$ cat src/rtl/jsl_pkg.sv
package jsl_pkg;

  // ****************************************************
  // Link states and lane content
  // ****************************************************
  typedef enum logic [2:0] {
    JSL_ST_OFF,
    JSL_ST_IDLE,
    JSL_ST_CGS,
    JSL_ST_ILAS,
    JSL_ST_DATA
  } jsl_state_e;

  typedef enum logic [1:0] {
    JSL_LANE_IDLE,
    JSL_LANE_CGS,
    JSL_LANE_ILAS,
    JSL_LANE_DATA
  } jsl_lane_e;

  // ****************************************************
  // Select codes, reset values, timing
  // ****************************************************
  localparam logic JSL_SEL_SINGLE = 1'b0;
  localparam logic JSL_SEL_DIFF = 1'b1;
  localparam logic JSL_SYNC_RST = 1'b1;
  localparam int JSL_ILAS_CYCLES = 16;
  localparam int JSL_CNT_W = 5;
  localparam logic [JSL_CNT_W-1:0] JSL_ILAS_LAST = 5'h0_00F;
  localparam logic [JSL_CNT_W-1:0] JSL_CNT_RST = 5'h0_000;

endpackage

$ cat src/rtl/jsl_sync_if.sv
`timescale 1ns/1ps
interface jsl_sync_if;
  logic sync_n;
  logic sync_fall;

  modport src (output sync_n, output sync_fall);
  modport dst (input sync_n, input sync_fall);
endinterface

$ cat src/rtl/jsl_link_init.sv
// Contract
// - Select 0: single-ended sync pin is the active-low link request in 8b/10b.
// - In 8b/10b, sync low starts code group synchronization on the lanes.
// - Receiver raises sync after sync; rising level starts lane alignment sequence.
// - In 64b/66b, sync never drives link bring-up; only NCO sync.
// - Select 1: sync comes from differential timestamp pair; board ties pin low.
// - Power-down high disables every serializer output.
`timescale 1ns/1ps
module jsl_link_init
  import jsl_pkg::*;
(
  input wire logic clk_sys,
  input wire logic reset_n,
  input wire logic sync_sel,
  input wire logic mode_64b66b,
  input wire logic single_ended_sync_pin,
  input wire logic timestamp_diff_pair,
  input wire logic power_down_pin,
  output logic serializer_en,
  output jsl_pkg::jsl_lane_e lane_content,
  output logic ilas_start,
  output logic nco_sync
);
  import jsl_pkg::*;

  jsl_sync_if sync_bus ();

  jsl_sync_sel u_sel (
    .clk_sys(clk_sys),
    .reset_n(reset_n),
    .sync_sel(sync_sel),
    .single_ended_sync_pin(single_ended_sync_pin),
    .timestamp_diff_pair(timestamp_diff_pair),
    .sync_o(sync_bus.src)
  );

  logic sync_n;
  logic sync_fall;
  assign sync_n = sync_bus.sync_n;
  assign sync_fall = sync_bus.sync_fall;

  jsl_state_e state_d;
  jsl_state_e state_q;
  logic [JSL_CNT_W-1:0] cnt_d;
  logic [JSL_CNT_W-1:0] cnt_q;
  logic mode_d;
  logic mode_q;
  logic ser_d;
  logic ser_q;
  jsl_lane_e lane_d;
  jsl_lane_e lane_q;
  logic ilas_d;
  logic ilas_q;
  logic nco_d;
  logic nco_q;

  // ****************************************************
  // Link bring-up sequencer
  // ****************************************************
  always_comb begin
    state_d = state_q;
    cnt_d = cnt_q;
    mode_d = mode_64b66b;
    ilas_d = 1'b0;
    nco_d = mode_64b66b && sync_fall;
    if (power_down_pin) begin
      state_d = JSL_ST_OFF;
    end else if (mode_64b66b != mode_q) begin
      // Mode swap mid-link: restart clean rather than mix encodings
      state_d = JSL_ST_IDLE;
    end else if (mode_64b66b) begin
      state_d = JSL_ST_DATA;
    end else begin
      case (state_q)
        JSL_ST_OFF: begin
          state_d = JSL_ST_IDLE;
        end
        JSL_ST_IDLE: begin
          if (!sync_n) begin
            state_d = JSL_ST_CGS;
          end
        end
        JSL_ST_CGS: begin
          if (sync_n) begin
            state_d = JSL_ST_ILAS;
            cnt_d = JSL_CNT_RST;
            ilas_d = 1'b1;
          end
        end
        JSL_ST_ILAS: begin
          if (!sync_n) begin
            state_d = JSL_ST_CGS;
          end else if (cnt_q == JSL_ILAS_LAST) begin
            state_d = JSL_ST_DATA;
          end else begin
            cnt_d = cnt_q + 5'h0_001;
          end
        end
        JSL_ST_DATA: begin
          if (!sync_n) begin
            state_d = JSL_ST_CGS;
          end
        end
        default: begin
          state_d = JSL_ST_IDLE;
        end
      endcase
    end
    ser_d = (state_d != JSL_ST_OFF);
    case (state_d)
      JSL_ST_CGS: lane_d = JSL_LANE_CGS;
      JSL_ST_ILAS: lane_d = JSL_LANE_ILAS;
      JSL_ST_DATA: lane_d = JSL_LANE_DATA;
      default: lane_d = JSL_LANE_IDLE;
    endcase
  end

  always_ff @(posedge clk_sys) begin
    if (!reset_n) begin
      state_q <= JSL_ST_OFF;
      cnt_q <= JSL_CNT_RST;
      mode_q <= 1'b0;
      ser_q <= 1'b0;
      lane_q <= JSL_LANE_IDLE;
      ilas_q <= 1'b0;
      nco_q <= 1'b0;
    end else begin
      state_q <= state_d;
      cnt_q <= cnt_d;
      mode_q <= mode_d;
      ser_q <= ser_d;
      lane_q <= lane_d;
      ilas_q <= ilas_d;
      nco_q <= nco_d;
    end
  end

  assign serializer_en = ser_q;
  assign lane_content = lane_q;
  assign ilas_start = ilas_q;
  assign nco_sync = nco_q;

  // ****************************************************
  // Checks
  // ****************************************************
  logic run8;
  assign run8 = !power_down_pin && !mode_64b66b && (mode_64b66b == mode_q);
endmodule

$ cat src/rtl/jsl_sync_sel.sv
`timescale 1ns/1ps
module jsl_sync_sel
  import jsl_pkg::*;
(
  input wire logic clk_sys,
  input wire logic reset_n,
  input wire logic sync_sel,
  input wire logic single_ended_sync_pin,
  input wire logic timestamp_diff_pair,
  jsl_sync_if.src sync_o
);

  logic sync_n_d;
  logic sync_n_q;
  logic fall_d;
  logic fall_q;

  // ****************************************************
  // Source select, registered
  // ****************************************************
  always_comb begin
    if (sync_sel == JSL_SEL_DIFF) begin
      sync_n_d = timestamp_diff_pair;
    end else begin
      sync_n_d = single_ended_sync_pin;
    end
    fall_d = sync_n_q && !sync_n_d;
  end

  always_ff @(posedge clk_sys) begin
    if (!reset_n) begin
      sync_n_q <= JSL_SYNC_RST;
      fall_q <= 1'b0;
    end else begin
      sync_n_q <= sync_n_d;
      fall_q <= fall_d;
    end
  end

  assign sync_o.sync_n = sync_n_q;
  assign sync_o.sync_fall = fall_q;
endmodule

$ cat config.mk
export PLATFORM = sky130hd
export DESIGN_NAME = jsl_link_init
export DESIGN_NICKNAME = d
export VERILOG_FILES = /design/src/rtl/jsl_pkg.sv /design/src/rtl/jsl_sync_if.sv /design/src/rtl/jsl_link_init.sv /design/src/rtl/jsl_sync_sel.sv
export SDC_FILE = /design/constraint.sdc
export NUM_CORES = 1
export LEC_CHECK = 0
export BUFFER_PORTS_ARGS = -buffer_cell sky130_fd_sc_hd__clkbuf_2
export CAP_MARGIN = 25
export CORE_MARGIN = 10
export CORE_UTILIZATION = 41
export CTS_BUF_LIST = sky130_fd_sc_hd__clkbuf_8
export DETAILED_ROUTE_END_ITERATION = 10
export MAX_ROUTING_LAYER = met4
export PLACE_DENSITY_LB_ADDON = 0.1
export SYNTH_ARGS = -nofsm -noshare
export SYNTH_HDL_FRONTEND = slang
export SYNTH_SLANG_ARGS = --single-unit
$ cat constraint.sdc
create_clock -name clk_sys -period 2.3 [get_ports clk_sys]
set_input_delay 0.345 -clock clk_sys [delete_from_list [all_inputs] [get_ports clk_sys]]
set_output_delay 0.345 -clock clk_sys [all_outputs]
set_load 0.005 [all_outputs]
==> results.json, run 1 <==
{
  "route.met2.wl_um": 587,
  "cts_buffers": 3,
  "routabilityCongestion": 0.820,
  "die_h_um": 62,
  "ir_drop_v": 0.000450,
  "wl_met1_um": 664,
  "track_usage": 0.0856,
  "die_w_um": 62,
  "p_leak_nw": 0.358,
  "startpoint_type": "flip-flop",
  "hold_path_class": "primary input to flip-flop",
  "synth_seq_cells": 16,
  "path_cells": "ha_1 > and3_1 > ha_1 > nand2_1 > nand3_4 > or3_1 > a21boi_2",
  "clkSinkCount": 16,
  "ys_seq_area_frac": 0.443,
  "insertion_delay_ns": 0.24,
  "rows": 15,
  "p_total_w": 0.000522,
  "post_cts_resized": 0,
  "yosysWarnings": 0,
  "drv_slew": 0,
  "synth_top_cell_by_area": "dfxtp_1",
  "synth.net_count": 86,
  "dr.pass1.iters": 4,
  "critPathCaptureType": "flip-flop",
  "cts_hold_buf": 0,
  "ys_top_cells_by_area": "dfxtp_1 44%, nand2b_1 5.2%, nand2_1 4.2%, xor2_1 3.6%, and3_1 3.5%",
  "avgSynthCellArea_um2": 9.39,
  "dieArea_um2": 3840,
  "post-cts-setup-buffers": 0,
  "cp_max_fo": 6,
  "synth-main-ff-cell": "dfxtp_1",
  "hold_path_depth": 3,
  "rsz0062_at_grt": "false",
  "hold_violations": 0,
  "pin_count": 12,
  "syn_area_um2": 723,
  "fin_tns_setup_ns": 0,
  "fin_ws_ns": 0.511,
  "routed_wl_mm": 1.34,
  "crit_slowest_cell": "or3_1",
  "synth.cells.most_frequent": "16 x dfxtp_1, 8 x nand2_1, 6 x nand2b_1",
  "place_hpwl_mm": 1.06,
  "synthArstFlopShare": 0,
  "initial_core_util": 0.423,
  "drc": 0,
  "dr_wl_met3_um": 66,
  "drt_iter0_markers": 10,
  "grt_pass1_wl_mm": 2.32,
  "cts_tree": "yes",
  "io_buffers": 11,
  "synth_edf_count": 0,
  "relSlewSlack": 0.737,
  "hold_slack_ns": 0.330,
  "grt_overflow": 0,
  "crit_required_ns": 2.48,
  "ctsRootBufferMaster": "clkbuf_8",
  "tightestPinTransition_ns": 0.393,
  "path_clk_slew_ns": 0.05,
  "syn2layout_area_growth_pct": 17.6,
  "max_cap_viol_count": 0,
  "timing.fmax_mhz": 559,
  "vias": 557,
  "setup_viol_count_final": 0,
  "layout-drive-gt1-share": 0.253,
  "h-tree-depth": 1,
  "nNetsFinal": 102,
  "synth_cells": 77,
  "arrival_ns": 1.97,
  "outcome": "finished clean",
  "cts_buffer_depth": 2,
  "place_ws_ns": 0.521,
  "min_period_over_period": 0.778,
  "wl_per_cell_um": 11.6,
  "grt_start_max_net_pins": 11,
  "worst_path_largest_cell_delay_ns": 0.39,
  "fin_worst_skew_ns": 0.00280,
  "crit_type": "flip-flop to flip-flop",
  "rr_worst_depth": 7,
  "antenna_found_initial": 0,
  "antennaDiodeCount": 0,
  "drtAntennaViolNets": 0,
  "ys_types": 26,
  "synth_top_cell_area_share": 0.443,
  "vias_per_cell": 4.80,
  "yosysMostFrequentCell": "dfxtp_1",
  "core_um2": 1710,
  "power.density_nw_per_um2": 614,
  "grt_pass1_vias": 552,
  "min_period_ns": 1.79,
  "highest_layer": "met4",
  "timing.critical_path.mode_cell": "ha_1"
}
[through the flow]
stage          cells  area, µm²   util
2_1_floorplan     77        723      -
3_3_place_gp     113        810  0.474
3_5_place_dp     113        810  0.474
4_1_cts          116        851  0.498
5_1_grt          116        851  0.498
6_report         116        851  0.498
[metal layers]
| layer | up-vias | global-route usage |
|---|---|---|
| li1 | 295 | - |
| met1 | 249 | 0.0931 |
| met2 | 9 | 0.129 |
| met3 | 4 | 0.0427 |
| met4 | 0 | 0.0382 |
| met5 | - | - |
[power breakdown]
part	switching, W	internal, W	leakage, nW	total, W
Combinational	0.0000154	0.0000160	0.206	0.0000314
Clock	0.0000843	0.000116	0.0216	0.000200
Sequential	0.00000664	0.000284	0.130	0.000291
[state kept, by name, summed over array words and instances, names as in the netlist]
| register | count |
|---|---|
| u_sel.sync_o.sync_n | 1 |
| lane_content | 2 |
| cnt_q | 5 |
| ilas_start | 1 |
| nco_sync | 1 |
| mode_q | 1 |
| u_sel.sync_o.sync_fall | 1 |
| state_q | 3 |
| serializer_en | 1 |
[kinds of logic (layout without fill, tap and decap cells)]
group	Yosys count	after routing	share of synthesized area
flops	16	16	0.443
xor+xnor	3	3	0.0363
mux	1	1	0.0138
fa+ha+maj	2	2	0.0346
compound gates	14	14	0.119
simple gates	37	37	0.332
buf+inv	4	18	0.0208
[area by class of cell]
| type | count | area [µm²] |
|---|---|---|
| clock buffers | 3 | 41.3 |
| fillers | 171 | 857 |
| inverters | 4 | 15.0 |
| multi-input cells | 57 | 388 |
| flip-flops and latches | 16 | 320 |
| well taps | 25 | 31.3 |
| repair buffers | 11 | 55.1 |
[cells in the final DEF, fill, tap and decap left out]
cell type	count
dfxtp_1	16
and3_1	4
o22ai_1	1
a31oi_1	1
a21oi_1	3
o211ai_1	1
nand2_1	8
and3_2	1
nor3b_1	1
nand3_4	1
or3b_2	2
and2b_1	1
inv_1	4
a21boi_2	1
nand4_1	2
ha_1	2
mux2i_1	1
or3_1	2
nor4b_4	1
clkbuf_2	11
a21boi_1	1
clkbuf_8	3
o21a_1	1
xor2_1	3
nor2_1	5
nand2b_1	6
o21ai_0	5
and2_2	3
[critical path: cells and delay by family, from the launching register on]
family / cells / cell delay (ns)
AND/OR/NAND/NOR: 4 / 0.86
adder cells (fa/ha/maj): 2 / 0.41
flip-flops: 1 / 0.32
AO/OA/AOI/OAI: 1 / 0.14
[worst paths after layout]
kind / startpoint / to / slack (ns)
max reg2reg: cnt_q[0]$_SDFFE_PN0P_ / cnt_q[1]$_SDFFE_PN0P_ / 0.51
min: single_ended_sync_pin / u_sel.sync_o.sync_n$_SDFF_PN1_ / 0.33
min reg2reg: cnt_q[4]$_SDFFE_PN0P_ / cnt_q[4]$_SDFFE_PN0P_ / 0.46
max: cnt_q[0]$_SDFFE_PN0P_ / cnt_q[1]$_SDFFE_PN0P_ / 0.51
(Power assumes the default switching activity.)
==> run 2, diff against run 1 <==
--- a/config.mk
+++ b/config.mk
@@ -5,6 +5,7 @@
 export SDC_FILE = /design/constraint.sdc
 export NUM_CORES = 1
 export LEC_CHECK = 0
+export ABC_AREA = 1
 export BUFFER_PORTS_ARGS = -buffer_cell sky130_fd_sc_hd__clkbuf_2
 export CAP_MARGIN = 25
 export CORE_MARGIN = 10
==> constraint.sdc (replaced) <==
create_clock -name clk_sys -period 1.74 [get_ports clk_sys]
set_input_delay 0.261 -clock clk_sys [delete_from_list [all_inputs] [get_ports clk_sys]]
set_output_delay 0.261 -clock clk_sys [all_outputs]
set_load 0.005 [all_outputs]
==> run 2 against run 1 <==
  * Global-route usage shrank 0.44 points
  * Clock-buffer cell count did not move
  * Sequential share of layout area down 2.4 points
  * Largest power group unchanged
==> results.json, run 2 <==
{
  "intPower_w": 0.000553,
  "place_hpwl_mm": 1.21,
  "min_period_ns": 1.62,
  "p_seq_frac": 0.536,
  "crit_path_end": "cnt_q[0]$_SDFFE_PN0P_",
  "rows": 15,
  "crit_start": "cnt_q[0]$_SDFFE_PN0P_",
  "synth_mux_area_frac": 0,
  "regMostFlops": "cnt_q",
  "vias_per_cell": 4.78,
  "grt_pass1_wl_mm": 2.68,
  "drtAntennaViolNets": 0,
  "core_um2": 1760,
  "stdcell_count": 146,
  "max_cap_viol_count": 0,
  "h-tree-depth": 1,
  "synth_seq_cells": 16,
  "worst_r2r_startpoint": "cnt_q[0]$_SDFFE_PN0P_",
  "clkSinkCount": 16,
  "pin_count": 12,
  "ctsRootBufferMaster": "clkbuf_8",
  "syn_area_um2": 776,
  "drc": 0,
  "yosysWarnings": 0,
  "insertion_delay_ns": 0.25,
  "cp_max_fo": 10,
  "synth_compound_area_frac": 0.127,
  "drt_iter0_markers": 26,
  "netSwitchingFraction": 0.229,
  "synth_edf_count": 0,
  "r2r-end": "cnt_q[0]$_SDFFE_PN0P_",
  "dieArea_um2": 4030,
  "grt_pass1_vias": 626,
  "layout-drive-gt1-share": 0.240,
  "r2r_slack_ns": 0.12,
  "p_clk_frac": 0.378,
  "initial_core_util": 0.440,
  "synth.cells.most_frequent": "19 x inv_1, 19 x nand2_1, 16 x dfxtp_1",
  "startpoint_type": "flip-flop",
  "syn2layout_area_growth_pct": 18.2,
  "dr_wl_met3_um": 111,
  "route.met2.wl_um": 686,
  "fin_tns_setup_ns": 0,
  "synth-main-ff-cell": "dfxtp_1",
  "cts_buffer_depth": 2,
  "hold_path_class": "primary input to flip-flop",
  "die_w_um": 63.5,
  "synthSimpleGateAreaFrac": 0.321,
  "hold_start": "sync_sel",
  "die_h_um": 63.5,
  "min_period_over_period": 0.930,
  "p_total_w": 0.000717,
  "synthArstFlopShare": 0,
  "layout_common_cells": "19 x inv_1, 19 x nand2_1, 14 x nor2_1, 14 x dfxtp_1, 11 x clkbuf_2",
  "p_sw_w": 0.000164,
  "num-fill-cells": 197,
  "synth_top_family_by_area": "simple AND/OR/NAND/NOR gates",
  "arrival_ns": 1.80,
  "synthXorXnorAreaFrac": 0,
  "ys_types": 22,
  "cts_tree": "yes",
  "largest_reg_flops": 5,
  "critPathCaptureType": "flip-flop",
  "p_leak_nw": 0.431,
  "relSlewSlack": 0.747,
  "ys_top_cells_by_area": "dfxtp_1 41%, inv_1 9.2%, nand2_1 9.2%, nor2_1 6.8%, a21oi_1 4.5%",
  "avgSynthCellArea_um2": 7.18,
  "synth.net_count": 117,
  "cts_buffers": 3,
  "path_clk_slew_ns": 0.06,
  "nNetsFinal": 132,
  "setup_viol_count_final": 0,
  "power.density_nw_per_um2": 782,
  "tightestPinTransition_ns": 0.380,
  "crit_required_ns": 1.92,
  "antennaDiodeCount": 0,
  "antenna_found_initial": 0,
  "rr_worst_depth": 8,
  "final_util": 0.520,
  "power_frac_comb": 0.086,
  "synth_cells": 108,
  "timing.fmax_mhz": 618,
  "ir_drop_v": 0.000371,
  "drv_slew": 0,
  "routabilityCongestion": 0.840,
  "grt_overflow": 0,
  "dr.pass1.iters": 4,
  "vias": 698,
  "dp.cells": 143,
  "wl_per_cell_um": 10.6,
  "highest_layer": "met4",
  "synthAdderAreaFrac": 0.0323,
  "crit_type": "flip-flop to flip-flop",
  "synth_top_cell_by_area": "dfxtp_1",
  "track_usage": 0.0811,
  "io_buffers": 11,
  "grt_start_max_net_pins": 12,
  "wl_met1_um": 720,
  "ys_seq_area_frac": 0.413,
  "outcome": "finished clean",
  "hold_slack_ns": 0.247,
  "synth_top_cell_area_share": 0.413,
  "rsz0062_at_grt": "false",
  "hold_violations": 0,
  "routed_wl_mm": 1.55,
  "fin_worst_skew_ns": 0.00114
}
run 2: worst min-delay path by stage:
stage               depth (start not counted)                              to  slack [ns]
floorplan                                   1        serializer_en$_SDFF_PN0_        0.33
global placement                            2             nco_sync$_SDFF_PN0_        0.40
detailed placement                          2             nco_sync$_SDFF_PN0_        0.41
CTS                                         2  u_sel.sync_o.sync_n$_SDFF_PN1_        0.24
global route                                2  u_sel.sync_o.sync_n$_SDFF_PN1_        0.28
finish                                      2  u_sel.sync_o.sync_n$_SDFF_PN1_        0.25
run 2: cell families (layout without fill, tap and decap cells):
family | Yosys count | after routing
DFF | 16 | 16
and+or+nand+nor | 51 | 51
AOI/OAI and AO/OA | 17 | 17
adders and majority gates | 2 | 2
buffers and inverters | 22 | 35
run 2: power by group through the flow:
stage / Clock, W / Combinational (W) / Sequential (W)
floorplan: 0 / 0.0000380 / 0.000391
CTS: 0.000281 / 0.0000587 / 0.000385
finish: 0.000271 / 0.0000614 / 0.000385
global route: 0.000296 / 0.0000712 / 0.000386
global placement: 0 / 0.0000578 / 0.000392
detailed placement: 0 / 0.0000584 / 0.000393
run 2: final cells by class:
type | count | area (µm²) | share of cell area
inverter | 21 | 78.8 | 0.0859
sequential | 16 | 323 | 0.352
tap | 25 | 31.3 | 0.0341
timing repair buffer | 11 | 55.1 | 0.0600
multi-input combinational | 70 | 388 | 0.423
clock buffer | 3 | 41.3 | 0.0450
run 2: worst max-delay path, cell delays in order, from the launching register on:
cell and delay [ns]:
dfxtp_2 0.33, ha_1 0.20, nand2_1 0.08, nor2_1 0.04, ha_2 0.20, o21ai_2 0.18, nand3_4 0.15, or2_1 0.25
a21boi_2 0.11
run 2: timing repair:
| item | CTS | global route |
|---|---|---|
| hold buffers | 0 | 0 |
| buffers inserted | 0 | 0 |
| resized for setup | 0 | 7 |
| endpoints found under the setup margin | 0 | 4 |
| endpoints found under the hold margin | 0 | 0 |
run 2: layer usage:
layer	up-vias	global-route usage
li1	369	-
met4	0	0.0410
met3	5	0.0283
met1	303	0.0952
met5	-	-
met2	21	0.119
run 2: per-stage QoR:
step / worst slack [ns] / instance area [µm²]
after floorplan: 0.230 / 776
after global placement: 0.129 / 858
after detailed placement: 0.0988 / 858
after CTS: 0.0815 / 900
after global routing: 0.0179 / 917
final: 0.122 / 917
